$ cat src/verilog/temp_sensor_pkg.sv
`default_nettype none
package temp_sensor_pkg;

    // ========================================
    // Register map
    localparam int unsigned BYTE_W = 8;
    localparam logic [7:0] ADDR_TEMP_UPPER = 8'h00;
    localparam logic [7:0] ADDR_TEMP_LOWER = 8'h01;
    localparam logic [7:0] ADDR_STATUS = 8'h02;
    localparam logic [7:0] ADDR_CONFIG = 8'h03;
    localparam logic [7:0] ADDR_HIGH_UPPER = 8'h04;
    localparam logic [7:0] ADDR_HIGH_LOWER = 8'h05;
    localparam logic [7:0] ADDR_LOW_UPPER = 8'h06;
    localparam logic [7:0] ADDR_LOW_LOWER = 8'h07;
    localparam logic [7:0] ADDR_CRIT_UPPER = 8'h08;
    localparam logic [7:0] ADDR_CRIT_LOWER = 8'h09;
    localparam logic [7:0] ADDR_HYSTERESIS = 8'h0a;
    localparam logic [7:0] ADDR_IDENTITY = 8'h0b;
    localparam logic [7:0] ADDR_SOFT_RESET = 8'h2f;
    localparam int unsigned SETPOINT_COUNT = 7;

    // ========================================
    // Reset values
    localparam logic [7:0] PTR_RESET = 8'h00;
    localparam logic [15:0] TEMP_RESET = 16'h0000;
    localparam logic [7:0] CONFIG_RESET = 8'h00;
    localparam logic [7:0] STATUS_RESET = 8'h80;
    localparam logic [7:0] UNMAPPED_READ = 8'h00;
    localparam logic [7:0] SETPOINT_RESET [0:SETPOINT_COUNT-1] =
        '{8'h20, 8'h00, 8'h05, 8'h00, 8'h49, 8'h80, 8'h05};

    // ========================================
    // Field positions
    localparam int unsigned CFG_RES16_BIT = 7;
    localparam int unsigned CFG_MODE_LSB = 5;
    localparam int unsigned STAT_READY_N_BIT = 7;
    localparam int unsigned STAT_CRIT_BIT = 6;
    localparam int unsigned STAT_HIGH_BIT = 5;
    localparam int unsigned STAT_LOW_BIT = 4;
    localparam int unsigned FLAG_LOW_BIT = 0;
    localparam int unsigned FLAG_HIGH_BIT = 1;
    localparam int unsigned FLAG_CRIT_BIT = 2;
    localparam int unsigned FLAG_W = 3;
    localparam int unsigned HYST_SHIFT = 7;

    typedef enum logic [1:0] {
        MODE_CONTINUOUS,
        MODE_ONE_SHOT,
        MODE_ONE_SPS,
        MODE_SHUTDOWN
    } op_mode_t;

endpackage
`default_nettype wire

$ cat src/verilog/limit_compare.sv
`timescale 1ns/1ps
`default_nettype none
module limit_compare
    import temp_sensor_pkg::*;
(
    input wire logic [15:0] temp,
    input wire logic [15:0] high_limit,
    input wire logic [15:0] low_limit,
    input wire logic [15:0] critical_limit,
    input wire logic [7:0] hysteresis_value,
    output logic above_high,
    output logic below_low,
    output logic above_critical,
    output logic high_back,
    output logic low_back,
    output logic critical_back
);

    // Widened by one bit so a limit minus hysteresis never wraps
    function automatic logic signed [16:0] shifted_limit(
        input logic [15:0] limit,
        input logic [7:0] hyst,
        input logic subtract
    );
        logic signed [16:0] hyst_w;
        hyst_w = signed'(17'(hyst) << HYST_SHIFT);
        shifted_limit = subtract ? 17'(signed'(limit) - hyst_w) : 17'(signed'(limit) + hyst_w);
    endfunction

    wire logic signed [16:0] temp_w = 17'(signed'(temp));

    assign above_high = signed'(temp) > signed'(high_limit);
    assign below_low = signed'(temp) < signed'(low_limit);
    assign above_critical = signed'(temp) > signed'(critical_limit);
    assign high_back = temp_w < shifted_limit(high_limit, hysteresis_value, 1'b1);
    assign low_back = temp_w > shifted_limit(low_limit, hysteresis_value, 1'b0);
    assign critical_back = temp_w < shifted_limit(critical_limit, hysteresis_value, 1'b1);

endmodule
`default_nettype wire

$ cat src/verilog/temp_sensor_register_map.sv
`timescale 1ns/1ps
`default_nettype none
module temp_sensor_register_map
    import temp_sensor_pkg::*;
#(
    parameter logic [7:0] IDENTITY_VALUE = 8'h5a // Arbitrary value
)
(
    input wire logic ref_clk,
    input wire logic rstn,
    input wire logic ptr_load,
    input wire logic [7:0] ptr_data,
    input wire logic wr_strobe,
    input wire logic [7:0] wr_data,
    input wire logic rd_strobe,
    output logic [7:0] rd_data,
    output logic rd_valid,
    input wire logic conv_valid,
    input wire logic [15:0] conv_result,
    output logic [7:0] config_out,
    output logic [7:0] status_out
);

    // ========================================
    // Reset release
    logic rst_meta_n_reg;
    logic rst_sync_n_reg;

    always_ff @(posedge ref_clk or negedge rstn)
    begin
        if (!rstn)
        begin
            rst_meta_n_reg <= 1'b0;
            rst_sync_n_reg <= 1'b0;
        end
        else
        begin
            rst_meta_n_reg <= 1'b1;
            rst_sync_n_reg <= rst_meta_n_reg;
        end
    end

    // ========================================
    // Storage
    logic [7:0] ptr_reg;
    logic [7:0] ptr_next;
    logic [15:0] temp_reg;
    logic [FLAG_W-1:0] flag_reg;
    logic [7:0] config_reg;
    logic [7:0] config_next;
    logic [7:0] status_reg;
    logic [7:0] status_next;
    logic [7:0] setpoint_reg [0:SETPOINT_COUNT-1];
    logic [7:0] rd_data_reg;
    logic rd_valid_reg;

    // ========================================
    // Access decode
    wire logic res16 = config_reg[CFG_RES16_BIT];
    wire logic soft_reset_hit = wr_strobe && (ptr_reg == ADDR_SOFT_RESET);
    wire logic config_write = wr_strobe && (ptr_reg == ADDR_CONFIG);
    wire logic setpoint_write = wr_strobe && (ptr_reg >= ADDR_HIGH_UPPER)
        && (ptr_reg <= ADDR_HYSTERESIS);
    wire logic [2:0] setpoint_index = 3'(ptr_reg - ADDR_HIGH_UPPER);
    wire logic [2:0] read_index = 3'(ptr_reg - ADDR_HIGH_UPPER);
    wire logic temp_read = rd_strobe
        && ((ptr_reg == ADDR_TEMP_UPPER) || (ptr_reg == ADDR_TEMP_LOWER));
    wire logic status_read = rd_strobe && (ptr_reg == ADDR_STATUS);
    wire logic upper_read = rd_strobe && (ptr_reg == ADDR_TEMP_UPPER);
    wire op_mode_t written_mode = op_mode_t'(wr_data[CFG_MODE_LSB +: 2]);
    wire logic mode_release = config_write
        && ((written_mode == MODE_ONE_SHOT) || (written_mode == MODE_ONE_SPS));

    // ========================================
    // Limits and comparison
    wire logic [15:0] high_limit = {setpoint_reg[0], setpoint_reg[1]};
    wire logic [15:0] low_limit = {setpoint_reg[2], setpoint_reg[3]};
    wire logic [15:0] critical_limit = {setpoint_reg[4], setpoint_reg[5]};
    wire logic [7:0] hysteresis_value = setpoint_reg[6];
    // In 13-bit mode the three low bits carry no temperature
    wire logic [15:0] conv_masked = res16 ? conv_result : {conv_result[15:3], 3'b000};
    logic above_high;
    logic below_low;
    logic above_critical;
    logic high_back;
    logic low_back;
    logic critical_back;

    limit_compare u_compare (
        .temp(conv_masked),
        .high_limit(high_limit),
        .low_limit(low_limit),
        .critical_limit(critical_limit),
        .hysteresis_value(hysteresis_value),
        .above_high(above_high),
        .below_low(below_low),
        .above_critical(above_critical),
        .high_back(high_back),
        .low_back(low_back),
        .critical_back(critical_back)
    );

    // ========================================
    // Result view
    wire logic [7:0] temp_upper_view = temp_reg[15:8];
    wire logic [7:0] temp_lower_view = res16 ? temp_reg[7:0]
        : {temp_reg[7:3], flag_reg};
    wire logic [FLAG_W-1:0] flag_capture = {above_critical, above_high, below_low};

    // ========================================
    // Next values
    assign ptr_next = soft_reset_hit ? PTR_RESET
        : ptr_load ? ptr_data
        : upper_read ? ADDR_TEMP_LOWER
        : ptr_reg;

    assign config_next = soft_reset_hit ? CONFIG_RESET
        : config_write ? wr_data
        : config_reg;

    // Hardware set beats any clear arriving in the same cycle
    function automatic logic sticky(
        input logic cur,
        input logic set,
        input logic clr
    );
        sticky = set ? 1'b1 : clr ? 1'b0 : cur;
    endfunction

    assign status_next[STAT_LOW_BIT] = sticky(status_reg[STAT_LOW_BIT],
        conv_valid && below_low, status_read || (conv_valid && low_back));
    assign status_next[STAT_HIGH_BIT] = sticky(status_reg[STAT_HIGH_BIT],
        conv_valid && above_high, status_read || (conv_valid && high_back));
    assign status_next[STAT_CRIT_BIT] = sticky(status_reg[STAT_CRIT_BIT],
        conv_valid && above_critical,
        status_read || (conv_valid && critical_back));
    // Active low: a fresh result drives it low, a release lifts it
    assign status_next[STAT_READY_N_BIT] = conv_valid ? 1'b0
        : (temp_read || mode_release) ? 1'b1
        : status_reg[STAT_READY_N_BIT];
    assign status_next[3:0] = 4'h0;

    // ========================================
    // Read data selection
    logic [7:0] rd_mux;

    always_comb
    begin
        rd_mux = UNMAPPED_READ;
        unique case (ptr_reg)
            ADDR_TEMP_UPPER: rd_mux = temp_upper_view;
            ADDR_TEMP_LOWER: rd_mux = temp_lower_view;
            ADDR_STATUS: rd_mux = status_reg;
            ADDR_CONFIG: rd_mux = config_reg;
            ADDR_HIGH_UPPER, ADDR_HIGH_LOWER, ADDR_LOW_UPPER, ADDR_LOW_LOWER,
            ADDR_CRIT_UPPER, ADDR_CRIT_LOWER, ADDR_HYSTERESIS:
                rd_mux = setpoint_reg[read_index];
            ADDR_IDENTITY: rd_mux = IDENTITY_VALUE;
            // Write-only reset location and holes read as zero
            default: rd_mux = UNMAPPED_READ;
        endcase
    end

    // ========================================
    // Registers
    always_ff @(posedge ref_clk or negedge rst_sync_n_reg)
    begin
        if (!rst_sync_n_reg)
        begin
            ptr_reg <= PTR_RESET;
            config_reg <= CONFIG_RESET;
            status_reg <= STATUS_RESET;
            rd_data_reg <= UNMAPPED_READ;
            rd_valid_reg <= 1'b0;
        end
        else
        begin
            ptr_reg <= ptr_next;
            config_reg <= config_next;
            status_reg <= status_next;
            rd_data_reg <= rd_strobe ? rd_mux : rd_data_reg;
            rd_valid_reg <= rd_strobe;
        end
    end

    // Result only moves with a conversion; host writes never reach it
    always_ff @(posedge ref_clk or negedge rst_sync_n_reg)
    begin
        if (!rst_sync_n_reg)
        begin
            temp_reg <= TEMP_RESET;
            flag_reg <= '0;
        end
        else if (conv_valid)
        begin
            temp_reg <= conv_result;
            flag_reg <= flag_capture;
        end
    end

    always_ff @(posedge ref_clk or negedge rst_sync_n_reg)
    begin
        if (!rst_sync_n_reg)
        begin
            setpoint_reg <= SETPOINT_RESET;
        end
        else if (soft_reset_hit)
        begin
            setpoint_reg <= SETPOINT_RESET;
        end
        else if (setpoint_write)
        begin
            setpoint_reg[setpoint_index] <= wr_data;
        end
    end

    assign rd_data = rd_data_reg;
    assign rd_valid = rd_valid_reg;
    assign config_out = config_reg;
    assign status_out = status_reg;

    wire logic signed [15:0] high_s = signed'(high_limit);
    wire logic signed [15:0] conv_13_s = signed'({conv_result[15:3], 3'b000});
    wire logic signed [15:0] low_s = signed'(low_limit);
    wire logic signed [15:0] crit_s = signed'(critical_limit);
endmodule
`default_nettype wire

$ cat config.mk
export PLATFORM = sky130hd
export DESIGN_NAME = temp_sensor_register_map
export DESIGN_NICKNAME = d
export VERILOG_FILES = /design/src/verilog/temp_sensor_pkg.sv /design/src/verilog/limit_compare.sv /design/src/verilog/temp_sensor_register_map.sv
export SDC_FILE = /design/constraint.sdc
export NUM_CORES = 1
export LEC_CHECK = 0
export BUFFER_PORTS_ARGS = -buffer_cell sky130_fd_sc_hd__buf_2
export CAP_MARGIN = 25
export CORE_MARGIN = 8
export CORE_UTILIZATION = 62
export CTS_CLUSTER_SIZE = 40
export DETAILED_ROUTE_END_ITERATION = 6
export PLACE_DENSITY_LB_ADDON = 0.1
export SLEW_MARGIN = 10
export SYNTH_ARGS = -nofsm -noshare
export SYNTH_HDL_FRONTEND = slang
export SYNTH_SLANG_ARGS = --single-unit
export TNS_END_PERCENT = 5
$ cat constraint.sdc
create_clock -name ref_clk -period 3.7 [get_ports ref_clk]
set_clock_uncertainty 0.1 [all_clocks]
set_input_delay 0.74 -clock ref_clk [delete_from_list [all_inputs] [get_ports ref_clk]]
set_output_delay 0.74 -clock ref_clk [all_outputs]
set_load 0.01 [all_outputs]
==> flow_summary.json, run 1 <==
{
  "post-route-drc-count": 0,
  "ys.flop_type": "dfrtp_1",
  "yosysSeqAreaShare_pct": 33.2,
  "synth_edf_count": 0,
  "r2r-end": "status_out[6]$_DFFE_PN0P_",
  "p_switching_mw": 1.54,
  "postSynth.asyncResetShare_pct": 100,
  "post-place-cells": 1035,
  "required_ns": 3.82,
  "die_w_microns": 130,
  "layout-drive-gt1-share_pct": 17.9,
  "insertion_delay_ns": 0.36,
  "grt_pass1_wl_microns": 39800,
  "synthSimpleGateAreaFrac_pct": 13.8,
  "postCtsSetupBuffers": 0,
  "synth_compound_area_share_pct": 13.9,
  "synth_top_family_by_area": "adder cells",
  "die_h_microns": 130,
  "stdcell_count": 1053,
  "multi_input_area_sq_mm": 0.00494,
  "p_per_area_mw_per_mm2": 459,
  "cts_buffers": 9,
  "hold_viol_final": 0,
  "hold_class": "flop to asynchronous set/reset pin",
  "arrival_ns": 3.67,
  "cp-end-kind": "flop",
  "syn2layout_area_growth_pct": 9.69,
  "dp_hpwl_microns": 20300,
  "yosysTopAreaCell": "dfrtp_1",
  "critPathMaxFanout": 5,
  "layout_common_cells": "ha_1, dfrtp_1, nor2_1",
  "pwr-share-seq_pct": 36.4,
  "maxCapViolations": 0,
  "start_util_pct": 63.7,
  "cts_resized": 0,
  "worstSetupPathType": "flop to flop",
  "die_area_sq_mm": 0.0169,
  "start_kind": "flop",
  "rows": 41,
  "yosys-mux-area-fraction_pct": 14.2,
  "design.core.area_sq_mm": 0.0126,
  "fin_crit_sh_pct": 95.9,
  "clockBufferDepth": 2,
  "synthCells": 826,
  "slew_viol_final": 0,
  "yosysWarnings": 0,
  "setup_viol": 0,
  "synth_top_area_share_pct": 29.9,
  "outcome": "completed",
  "synth_area_sq_mm": 0.00803,
  "swShare_pct": 38.2,
  "synth-xor-area-share_pct": 2.18,
  "port_buffers": 58,
  "final_common_cell": "ha_1",
  "vias": 6780,
  "drtIter0Drc": 740,
  "clock_sinks": 106,
  "synth_cell_types": 66,
  "ant_nets": 0,
  "seq_area_sq_mm": 0.00267,
  "clkPwrFrac_pct": 23.7,
  "synth_seq_cells": 106,
  "ios": 63,
  "cts_tree": "yes",
  "rsz0062_at_grt": "false",
  "grt_overflow_total": 0,
  "grt.total_usage_pct": 32.1,
  "path_clk_slew_ns": 0.08,
  "fin_crit_ns": 3.55,
  "fmax_ghz": 0.282,
  "worstMarginPinSlew_ns": 0.834,
  "cts_hold_buffers": 0,
  "max_slew_margin_pct": 44.0,
  "grt_max_degree": 51,
  "viasPerCell": 6.44,
  "rr_worst_depth": 15,
  "synth.area.top_cells": "dfrtp_1, ha_1, mux2i_1",
  "internal_power_mw": 2.50,
  "leakagePower_nw": 4.29,
  "fillers": 1023,
  "wire_per_inst_microns": 24.7,
  "syn_avg_cell_area_sq_um": 9.72,
  "gp_congestion": 1.02,
  "r2r-start": "hysteresis_value[0]$_DFFE_PN1P_",
  "antenna_found_initial": 1,
  "grt_pass1_vias": 6824,
  "ir_worst_vdd_mv": 0.353,
  "fin_setup_tns_ns": 0,
  "drt_first_pass_iters": 7,
  "comb_power_share_pct": 39.9,
  "cts.htree.levels": 3,
  "root_buffer": "clkbuf_16",
  "fin_nets": 1017,
  "r2r_setup_slack_ns": 0.15,
  "synthAdderAreaFrac_pct": 16.6,
  "drt_wl_total_microns": 26000
}
## power groups by stage
stage	sequential [mW]	clock [mW]	combinational, mW
3_3_place_gp	1.48	0	1.48
3_5_place_dp	1.49	0	1.54
5_1_grt	1.48	1.00	1.77
2_1_floorplan	1.43	0	1.11
6_report	1.47	0.959	1.61
4_1_cts	1.46	0.962	1.56
## per-layer routing
layer  part of all wire [%]  GRT usage (%)  routed length (microns)
met4                    5.1           16.7                     1330
met2                     44           49.4                    11500
met3                    9.6           6.77                     2500
met5                      0              0                        0
met1                     41           42.0                    10600
## cell usage after synthesis, types with 3 or more instances
master	instances
nor3_1	7
a2bb2oi_1	3
and4_1	4
nor2b_1	14
o21ai_0	22
nand3_1	17
a211oi_1	7
xor2_1	11
a21o_1	25
nand4_1	13
ha_1	102
a22o_1	8
dfrtp_1	96
o21a_1	4
xnor2_1	9
buf_4	5
o22ai_1	3
nor2_2	7
o221ai_1	6
nand2_1	40
o211ai_1	9
nor2_1	79
mux2i_1	69
nor4_4	3
o41ai_1	5
o21ai_1	3
or4_1	3
a31oi_1	3
a211o_1	3
fa_1	3
o311ai_0	3
or2_2	3
nand2b_1	8
inv_1	77
clkbuf_1	19
buf_2	9
mux4_2	12
dfstp_2	10
and3_1	4
a21oi_1	46
mux2_2	16
buf_1	4
## layout make-up
class	count	area share [%]
multi-input combinational	606	56.1
sequential	106	30.3
timing repair buffer	73	4.57
inverter	78	3.32
clock buffer	10	2.71
tap	172	2.44
clock inverter	6	0.540
antenna	2	0.0568
## worst max-delay path: stages, from the launching register on
cell and delay, ns:
dfstp_2 0.59, ha_1 0.22, inv_1 0.07, fa_1 0.40
a21o_1 0.19, a21oi_2 0.18, nor2b_1 0.07, o21a_1 0.20
o41ai_2 0.25, xnor2_1 0.16, ha_1 0.27, a21oi_1 0.15
nand2_1 0.07, a21oi_1 0.19, nor4b_2 0.23, o21ai_1 0.08
## per-stage QoR
| stage | hold WS (ns) | worst slack (ns) | utilization [%] | instance area (sq um) | power [mW] |
|---|---|---|---|---|---|
| finish | 0.0219 | 0.152 | 69.8 | 8810 | 4.04 |
| global route | 0.0354 | 0.00207 | 69.8 | 8810 | 4.26 |
| CTS | 0.0242 | 0.0222 | 69.4 | 8760 | 3.98 |
| detailed placement | 0.0172 | 0.0448 | 67.2 | 8480 | 3.03 |
| global placement | 0.0151 | 0.155 | 67.2 | 8480 | 2.96 |
| floorplan | 0.231 | 0.404 | - | 8040 | 2.54 |
## how the worst max path moves through the flow
stage	from	to	slack, ns	cells after the start
floorplan	hysteresis_value[0]$_DFFE_PN1P_	status_out[6]$_DFFE_PN0P_	0.40	15
global placement	hysteresis_value[0]$_DFFE_PN1P_	status_out[6]$_DFFE_PN0P_	0.16	15
detailed placement	hysteresis_value[0]$_DFFE_PN1P_	status_out[6]$_DFFE_PN0P_	0.04	15
CTS	hysteresis_value[0]$_DFFE_PN1P_	status_out[6]$_DFFE_PN0P_	0.02	15
global route	hysteresis_value[1]$_DFFE_PN0P_	status_out[5]$_DFFE_PN0P_	0.002	14
finish	hysteresis_value[0]$_DFFE_PN1P_	status_out[6]$_DFFE_PN0P_	0.15	15
## logic make-up after synthesis
| group | after synthesis |
|---|---|
| other | 2 |
| adders and majority gates | 105 |
| DFF | 106 |
| and+or+nand+nor | 214 |
| xor gates and xnor gates | 20 |
| muxes | 97 |
| buffers and inverters | 117 |
| AOI/OAI and AO/OA | 165 |
Note: power is estimated with default switching activity, not from simulation.
==> run 2, diff against run 1 <==
--- a/config.mk
+++ b/config.mk
@@ -12,6 +12,7 @@
 export CTS_CLUSTER_SIZE = 40
 export DETAILED_ROUTE_END_ITERATION = 6
 export PLACE_DENSITY_LB_ADDON = 0.1
+export RECOVER_POWER = 100
 export SLEW_MARGIN = 10
 export SYNTH_ARGS = -nofsm -noshare
 export SYNTH_HDL_FRONTEND = slang
==> flow_summary.json, run 2 (synthesis gave the netlist of run 1 again) <==
{
  "outcome": "finished with violations",
  "violations": "capacitance limit, slew limit",
  "antenna_found_initial": 0,
  "drt_first_pass_iters": 5,
  "seq_area_sq_mm": 0.00267,
  "rr_worst_depth": 15,
  "setup_viol": 0,
  "clockBufferDepth": 2,
  "rsz0062_at_grt": "false",
  "root_buffer": "clkbuf_16",
  "cp_num_cells": 15,
  "required_ns": 3.82,
  "fin_crit_ns": 3.57,
  "die_area_sq_mm": 0.0169,
  "multi_input_area_sq_mm": 0.00488,
  "grt_pass1_vias": 6824,
  "wire_per_inst_microns": 24.9,
  "cp_slowest_cell": "dfstp_2",
  "post-route-drc-count": 0,
  "maxCapViolations": 1,
  "grt_pass1_wl_microns": 39800,
  "vias": 6786,
  "ios": 63,
  "path_cells": "ha_1 -> inv_1 -> fa_1 -> a21o_1 -> a21oi_2 -> nor2b_1 -> o21a_1 -> o41ai_2 -> xnor2_1 -> ha_1 -> a21oi_1 -> nand2_1 -> a21oi_1 -> nor4b_2 -> o21ai_1",
  "fmax_ghz": 0.280,
  "cts_buffers": 9,
  "gp_congestion": 1.02,
  "viasPerCell": 6.46,
  "worstMarginPinSlew_ns": 2.51,
  "fin_crit_sh_pct": 96.6,
  "layout-drive-gt1-share_pct": 13.7,
  "power_mw": 4.03,
  "dp_hpwl_microns": 20300,
  "insertion_delay_ns": 0.36,
  "ant_nets": 0,
  "drt_wl_total_microns": 26200,
  "fin_nets": 1017,
  "stdcell_count": 1051,
  "worstSetupPathType": "flop to flop",
  "syn2layout_area_growth_pct": 8.30,
  "start_util_pct": 63.7,
  "fin_setup_tns_ns": 0,
  "max_slew_margin_pct": -67.2,
  "hold_viol_final": 0,
  "path_clk_slew_ns": 0.08,
  "cts_tree": "yes",
  "ir_worst_vdd_mv": 0.352,
  "leakagePower_nw": 4.18,
  "diodes": 0,
  "hold_class": "flop to asynchronous set/reset pin",
  "critPathTopFamily": "compound AO/OA/AOI/OAI gates",
  "die_w_microns": 130,
  "die_h_microns": 130,
  "cp_num_buf_inv": 1,
  "design.core.area_sq_mm": 0.0126,
  "cp-end-kind": "flop",
  "p_per_area_mw_per_mm2": 463,
  "clock_sinks": 106,
  "slew_viol_final": 50,
  "cts_hold_buffers": 0,
  "critPathMaxFanout": 5,
  "arrival_ns": 3.70,
  "post-place-cells": 1035,
  "cts.htree.levels": 3,
  "grt_max_degree": 51,
  "port_buffers": 58,
  "fillers": 1055,
  "slowest_delay_ns": 0.59,
  "grt.total_usage_pct": 32.1,
  "rows": 41,
  "final_common_cell": "ha_1",
  "grt_overflow_total": 0,
  "start_kind": "flop",
  "layout_common_cells": "ha_1, dfrtp_1, nor2_1",
  "drtIter0Drc": 623
}
==> run 2: cell types whose count changed in the layout (fill, tap and decap cells not counted), sizes merged <==
cell	previous run	this run
diode	2	0
buf	73	45
clkbuf	10	38
==> run 2: worst paths after layout <==
| check | to | start | slack, ns |
|---|---|---|---|
| min in group ref_clk | rst_sync_n_reg$_DFF_PN0_ | rst_meta_n_reg$_DFF_PN0_ | 0.26 |
| setup reg to reg | status_out[6]$_DFFE_PN0P_ | hysteresis_value[0]$_DFFE_PN1P_ | 0.13 |
| max in group asynchronous | low_limit[15]$_DFFE_PN0P_ | rst_sync_n_reg$_DFF_PN0_ | 0.85 |
| hold / removal | config_out[5]$_DFFE_PN0P_ | rst_sync_n_reg$_DFF_PN0_ | 0.002 |
| hold reg to reg | config_out[5]$_DFFE_PN0P_ | rst_sync_n_reg$_DFF_PN0_ | 0.002 |
| setup / recovery | status_out[6]$_DFFE_PN0P_ | hysteresis_value[0]$_DFFE_PN1P_ | 0.13 |
==> run 2: layout make-up <==
cell class	instances	share of cell area, %
clock buffers	10	2.75
clock inverters	6	0.547
inverters	78	3.37
multi-input cells	606	56.1
flip-flops and latches	106	30.6
well taps	172	2.47
repair buffers	73	4.11
==> run 2: timing repair <==
item                       4_1_cts  5_1_grt
setup endpoints to repair        0        3
setup buffers                    0        0
resized for setup                0        7
==> run 2: worst reg2reg max path: cells and delay by family, from the launching register on <==
| kind | cells | cell delay [ns] |
|---|---|---|
| compound gates | 7 | 1.25 |
| xor+xnor | 1 | 0.16 |
| fa+ha+maj | 3 | 0.90 |
| buf+inv | 1 | 0.07 |
| flops | 1 | 0.59 |
| simple gates | 3 | 0.37 |
==> run 2: report_power, final <==
group,switching (mW),internal [mW]
sequential,0.172,1.30
clock,0.475,0.485
combinational,0.894,0.702
==> run 2: metal layers <==
layer | routed length (microns) | vias up | global-route usage (%)
met3 | 2310 | 72 | 6.77
met4 | 1290 | 0 | 16.7
met5 | 0 | - | 0
li1 | - | 3040 | -
met2 | 11700 | 355 | 49.4
met1 | 10900 | 3319 | 42.0
==> run 2: metrics by stage <==
stage               worst slack (ns)  util [%]  cell area [sq um]  hold slack [ns]
floorplan                      0.404         -               8040            0.231
global placement               0.155      67.2               8480           0.0151
detailed placement            0.0448      67.2               8480           0.0172
CTS                           0.0222      69.4               8760           0.0242
global route                 0.00207      68.9               8700           0.0343
finish                         0.127      68.9               8700          0.00170
==> run 3, diff against run 2 <==
--- a/config.mk
+++ b/config.mk
@@ -12,7 +12,7 @@
 export CTS_CLUSTER_SIZE = 40
 export DETAILED_ROUTE_END_ITERATION = 6
 export PLACE_DENSITY_LB_ADDON = 0.1
-export RECOVER_POWER = 100
+export RECOVER_POWER = 25
 export SLEW_MARGIN = 10
 export SYNTH_ARGS = -nofsm -noshare
 export SYNTH_HDL_FRONTEND = slang
==> flow_summary.json, run 3 (synthesis gave the netlist of run 1 again) <==
{
  "outcome": "finished with violations",
  "violations": "capacitance limit, slew limit",
  "wire_per_inst_microns": 24.8,
  "cp_slowest_cell": "dfstp_2",
  "dpl_worst_slack_ns": 0.0448,
  "syn2layout_area_growth_pct": 9.50,
  "hold_viol_final": 0,
  "final.setup.worst_slack_ns": 0.149,
  "grt_pass1_vias": 6824,
  "cts_buffers": 9,
  "r2r_setup_slack_ns": 0.15,
  "setup_viol": 0,
  "postCtsSetupBuffers": 0,
  "ios": 63,
  "design.core.area_sq_mm": 0.0126,
  "worstSetupPathType": "flop to flop",
  "worstMarginPinSlew_ns": 2.54,
  "slowest_delay_ns": 0.59,
  "cp-end-kind": "flop",
  "clkPwrFrac_pct": 23.8,
  "leakagePower_nw": 4.28,
  "fin_nets": 1017,
  "dp_hpwl_microns": 20300,
  "drt_wl_total_microns": 26100,
  "insertion_delay_ns": 0.37,
  "path_cells": "ha_1 -> inv_1 -> fa_1 -> a21o_1 -> a21oi_2 -> nor2b_1 -> o21a_1 -> o41ai_2 -> xnor2_1 -> ha_1 -> a21oi_1 -> nand2_1 -> a21oi_1 -> nor4b_2 -> o21ai_1",
  "final_common_cell": "ha_1",
  "grt.total_usage_pct": 32.1,
  "clock_sinks": 106,
  "maxCapViolations": 1,
  "pwr-share-seq_pct": 36.4,
  "die_h_microns": 130,
  "die_w_microns": 130,
  "drtIter0Drc": 716,
  "start_kind": "flop",
  "drt_first_pass_iters": 4,
  "grt_pass1_wl_microns": 39800,
  "layout-drive-gt1-share_pct": 17.4,
  "fillers": 1029,
  "die_area_sq_mm": 0.0169,
  "max_slew_margin_pct": -69.2,
  "ant_nets": 0,
  "port_buffers": 58,
  "hold_class": "flop to asynchronous set/reset pin",
  "cts_tree": "yes",
  "ir_worst_vdd_mv": 0.351,
  "swShare_pct": 38.2,
  "layout_common_cells": "ha_1, dfrtp_1, nor2_1",
  "p_switching_mw": 1.55,
  "start_util_pct": 63.7,
  "fin_crit_sh_pct": 96.0,
  "grt_overflow_total": 0,
  "fin_setup_tns_ns": 0,
  "path_clk_slew_ns": 0.08,
  "required_ns": 3.82,
  "arrival_ns": 3.68,
  "vias": 6818,
  "antenna_found_initial": 1,
  "internal_power_mw": 2.50,
  "fmax_ghz": 0.282,
  "cts.htree.levels": 3,
  "p_per_area_mw_per_mm2": 459,
  "root_buffer": "clkbuf_16",
  "viasPerCell": 6.48,
  "post-route-drc-count": 0,
  "gp_congestion": 1.02,
  "critPathMaxFanout": 5,
  "clockBufferDepth": 2,
  "slew_viol_final": 50,
  "comb_power_share_pct": 39.8,
  "rows": 41,
  "rsz0062_at_grt": "false",
  "fin_crit_ns": 3.55,
  "grt_max_degree": 51
}
## run 3: cell types whose count changed in the layout (fill, tap and decap cells not counted), sizes merged
cell and change:
buf +24, clkbuf -24, diode +1
## run 3: routing by layer
layer	track usage [%]	vias to the layer above	wire, microns
li1	-	3046	-
met1	42.0	3318	10600
met2	49.4	382	11700
met3	6.77	72	2550
met4	16.7	0	1250
met5	0	-	0
## run 3: worst max-delay path, delay by kind of cell (launching register included)
| kind | cells | cell delay [ns] |
|---|---|---|
| flops | 1 | 0.59 |
| buf+inv | 1 | 0.07 |
| xor+xnor | 1 | 0.16 |
| compound gates | 7 | 1.23 |
| simple gates | 3 | 0.37 |
| fa+ha+maj | 3 | 0.89 |
## run 3: path summary, 6_finish.rpt
path	start	end	cells after the start
max in group asynchronous	rst_sync_n_reg$_DFF_PN0_	low_limit[15]$_DFFE_PN0P_	1
setup / recovery	hysteresis_value[0]$_DFFE_PN1P_	status_out[6]$_DFFE_PN0P_	15
hold reg to reg	rst_sync_n_reg$_DFF_PN0_	ptr_reg[1]$_DFFE_PN0P_	0
hold / removal	rst_sync_n_reg$_DFF_PN0_	ptr_reg[1]$_DFFE_PN0P_	0
min in group ref_clk	rst_meta_n_reg$_DFF_PN0_	rst_sync_n_reg$_DFF_PN0_	0
setup reg to reg	hysteresis_value[0]$_DFFE_PN1P_	status_out[6]$_DFFE_PN0P_	15
## run 3: what timing repair did
item | CTS | global route
resized for setup | 0 | 7
endpoints found under the setup margin | 0 | 3
hold buffers | 0 | 0
## run 3: power groups by stage
| stage | Sequential (mW) | Combinational [mW] | Clock [mW] |
|---|---|---|---|
| 3_3_place_gp | 1.48 | 1.48 | 0 |
| 2_1_floorplan | 1.43 | 1.11 | 0 |
| 6_report | 1.47 | 1.61 | 0.963 |
| 3_5_place_dp | 1.49 | 1.54 | 0 |
| 5_1_grt | 1.48 | 1.77 | 1.00 |
| 4_1_cts | 1.46 | 1.56 | 0.962 |
## run 3: layout make-up
type | count | area, sq um | area share (%)
diodes | 1 | 2.50 | 0.0284
repair buffers | 73 | 394 | 4.48
flip-flops and latches | 106 | 2670 | 30.3
clock inverters | 6 | 47.5 | 0.541
inverters | 78 | 293 | 3.33
clock buffers | 10 | 239 | 2.72
well taps | 172 | 215 | 2.45
multi-input cells | 606 | 4940 | 56.2
## run 3: through the flow
step                      power, mW  instances  hold WS (ns)  util [%]  area, sq um
after detailed placement       3.03       1035        0.0172      67.2         8480
final                          4.04       1052       0.00160      69.7         8800
after global routing           4.26       1051        0.0343      69.7         8790
after global placement         2.96       1035        0.0151      67.2         8480
after CTS                      3.98       1051        0.0242      69.4         8760
after floorplan                2.54        829         0.231         -         8040
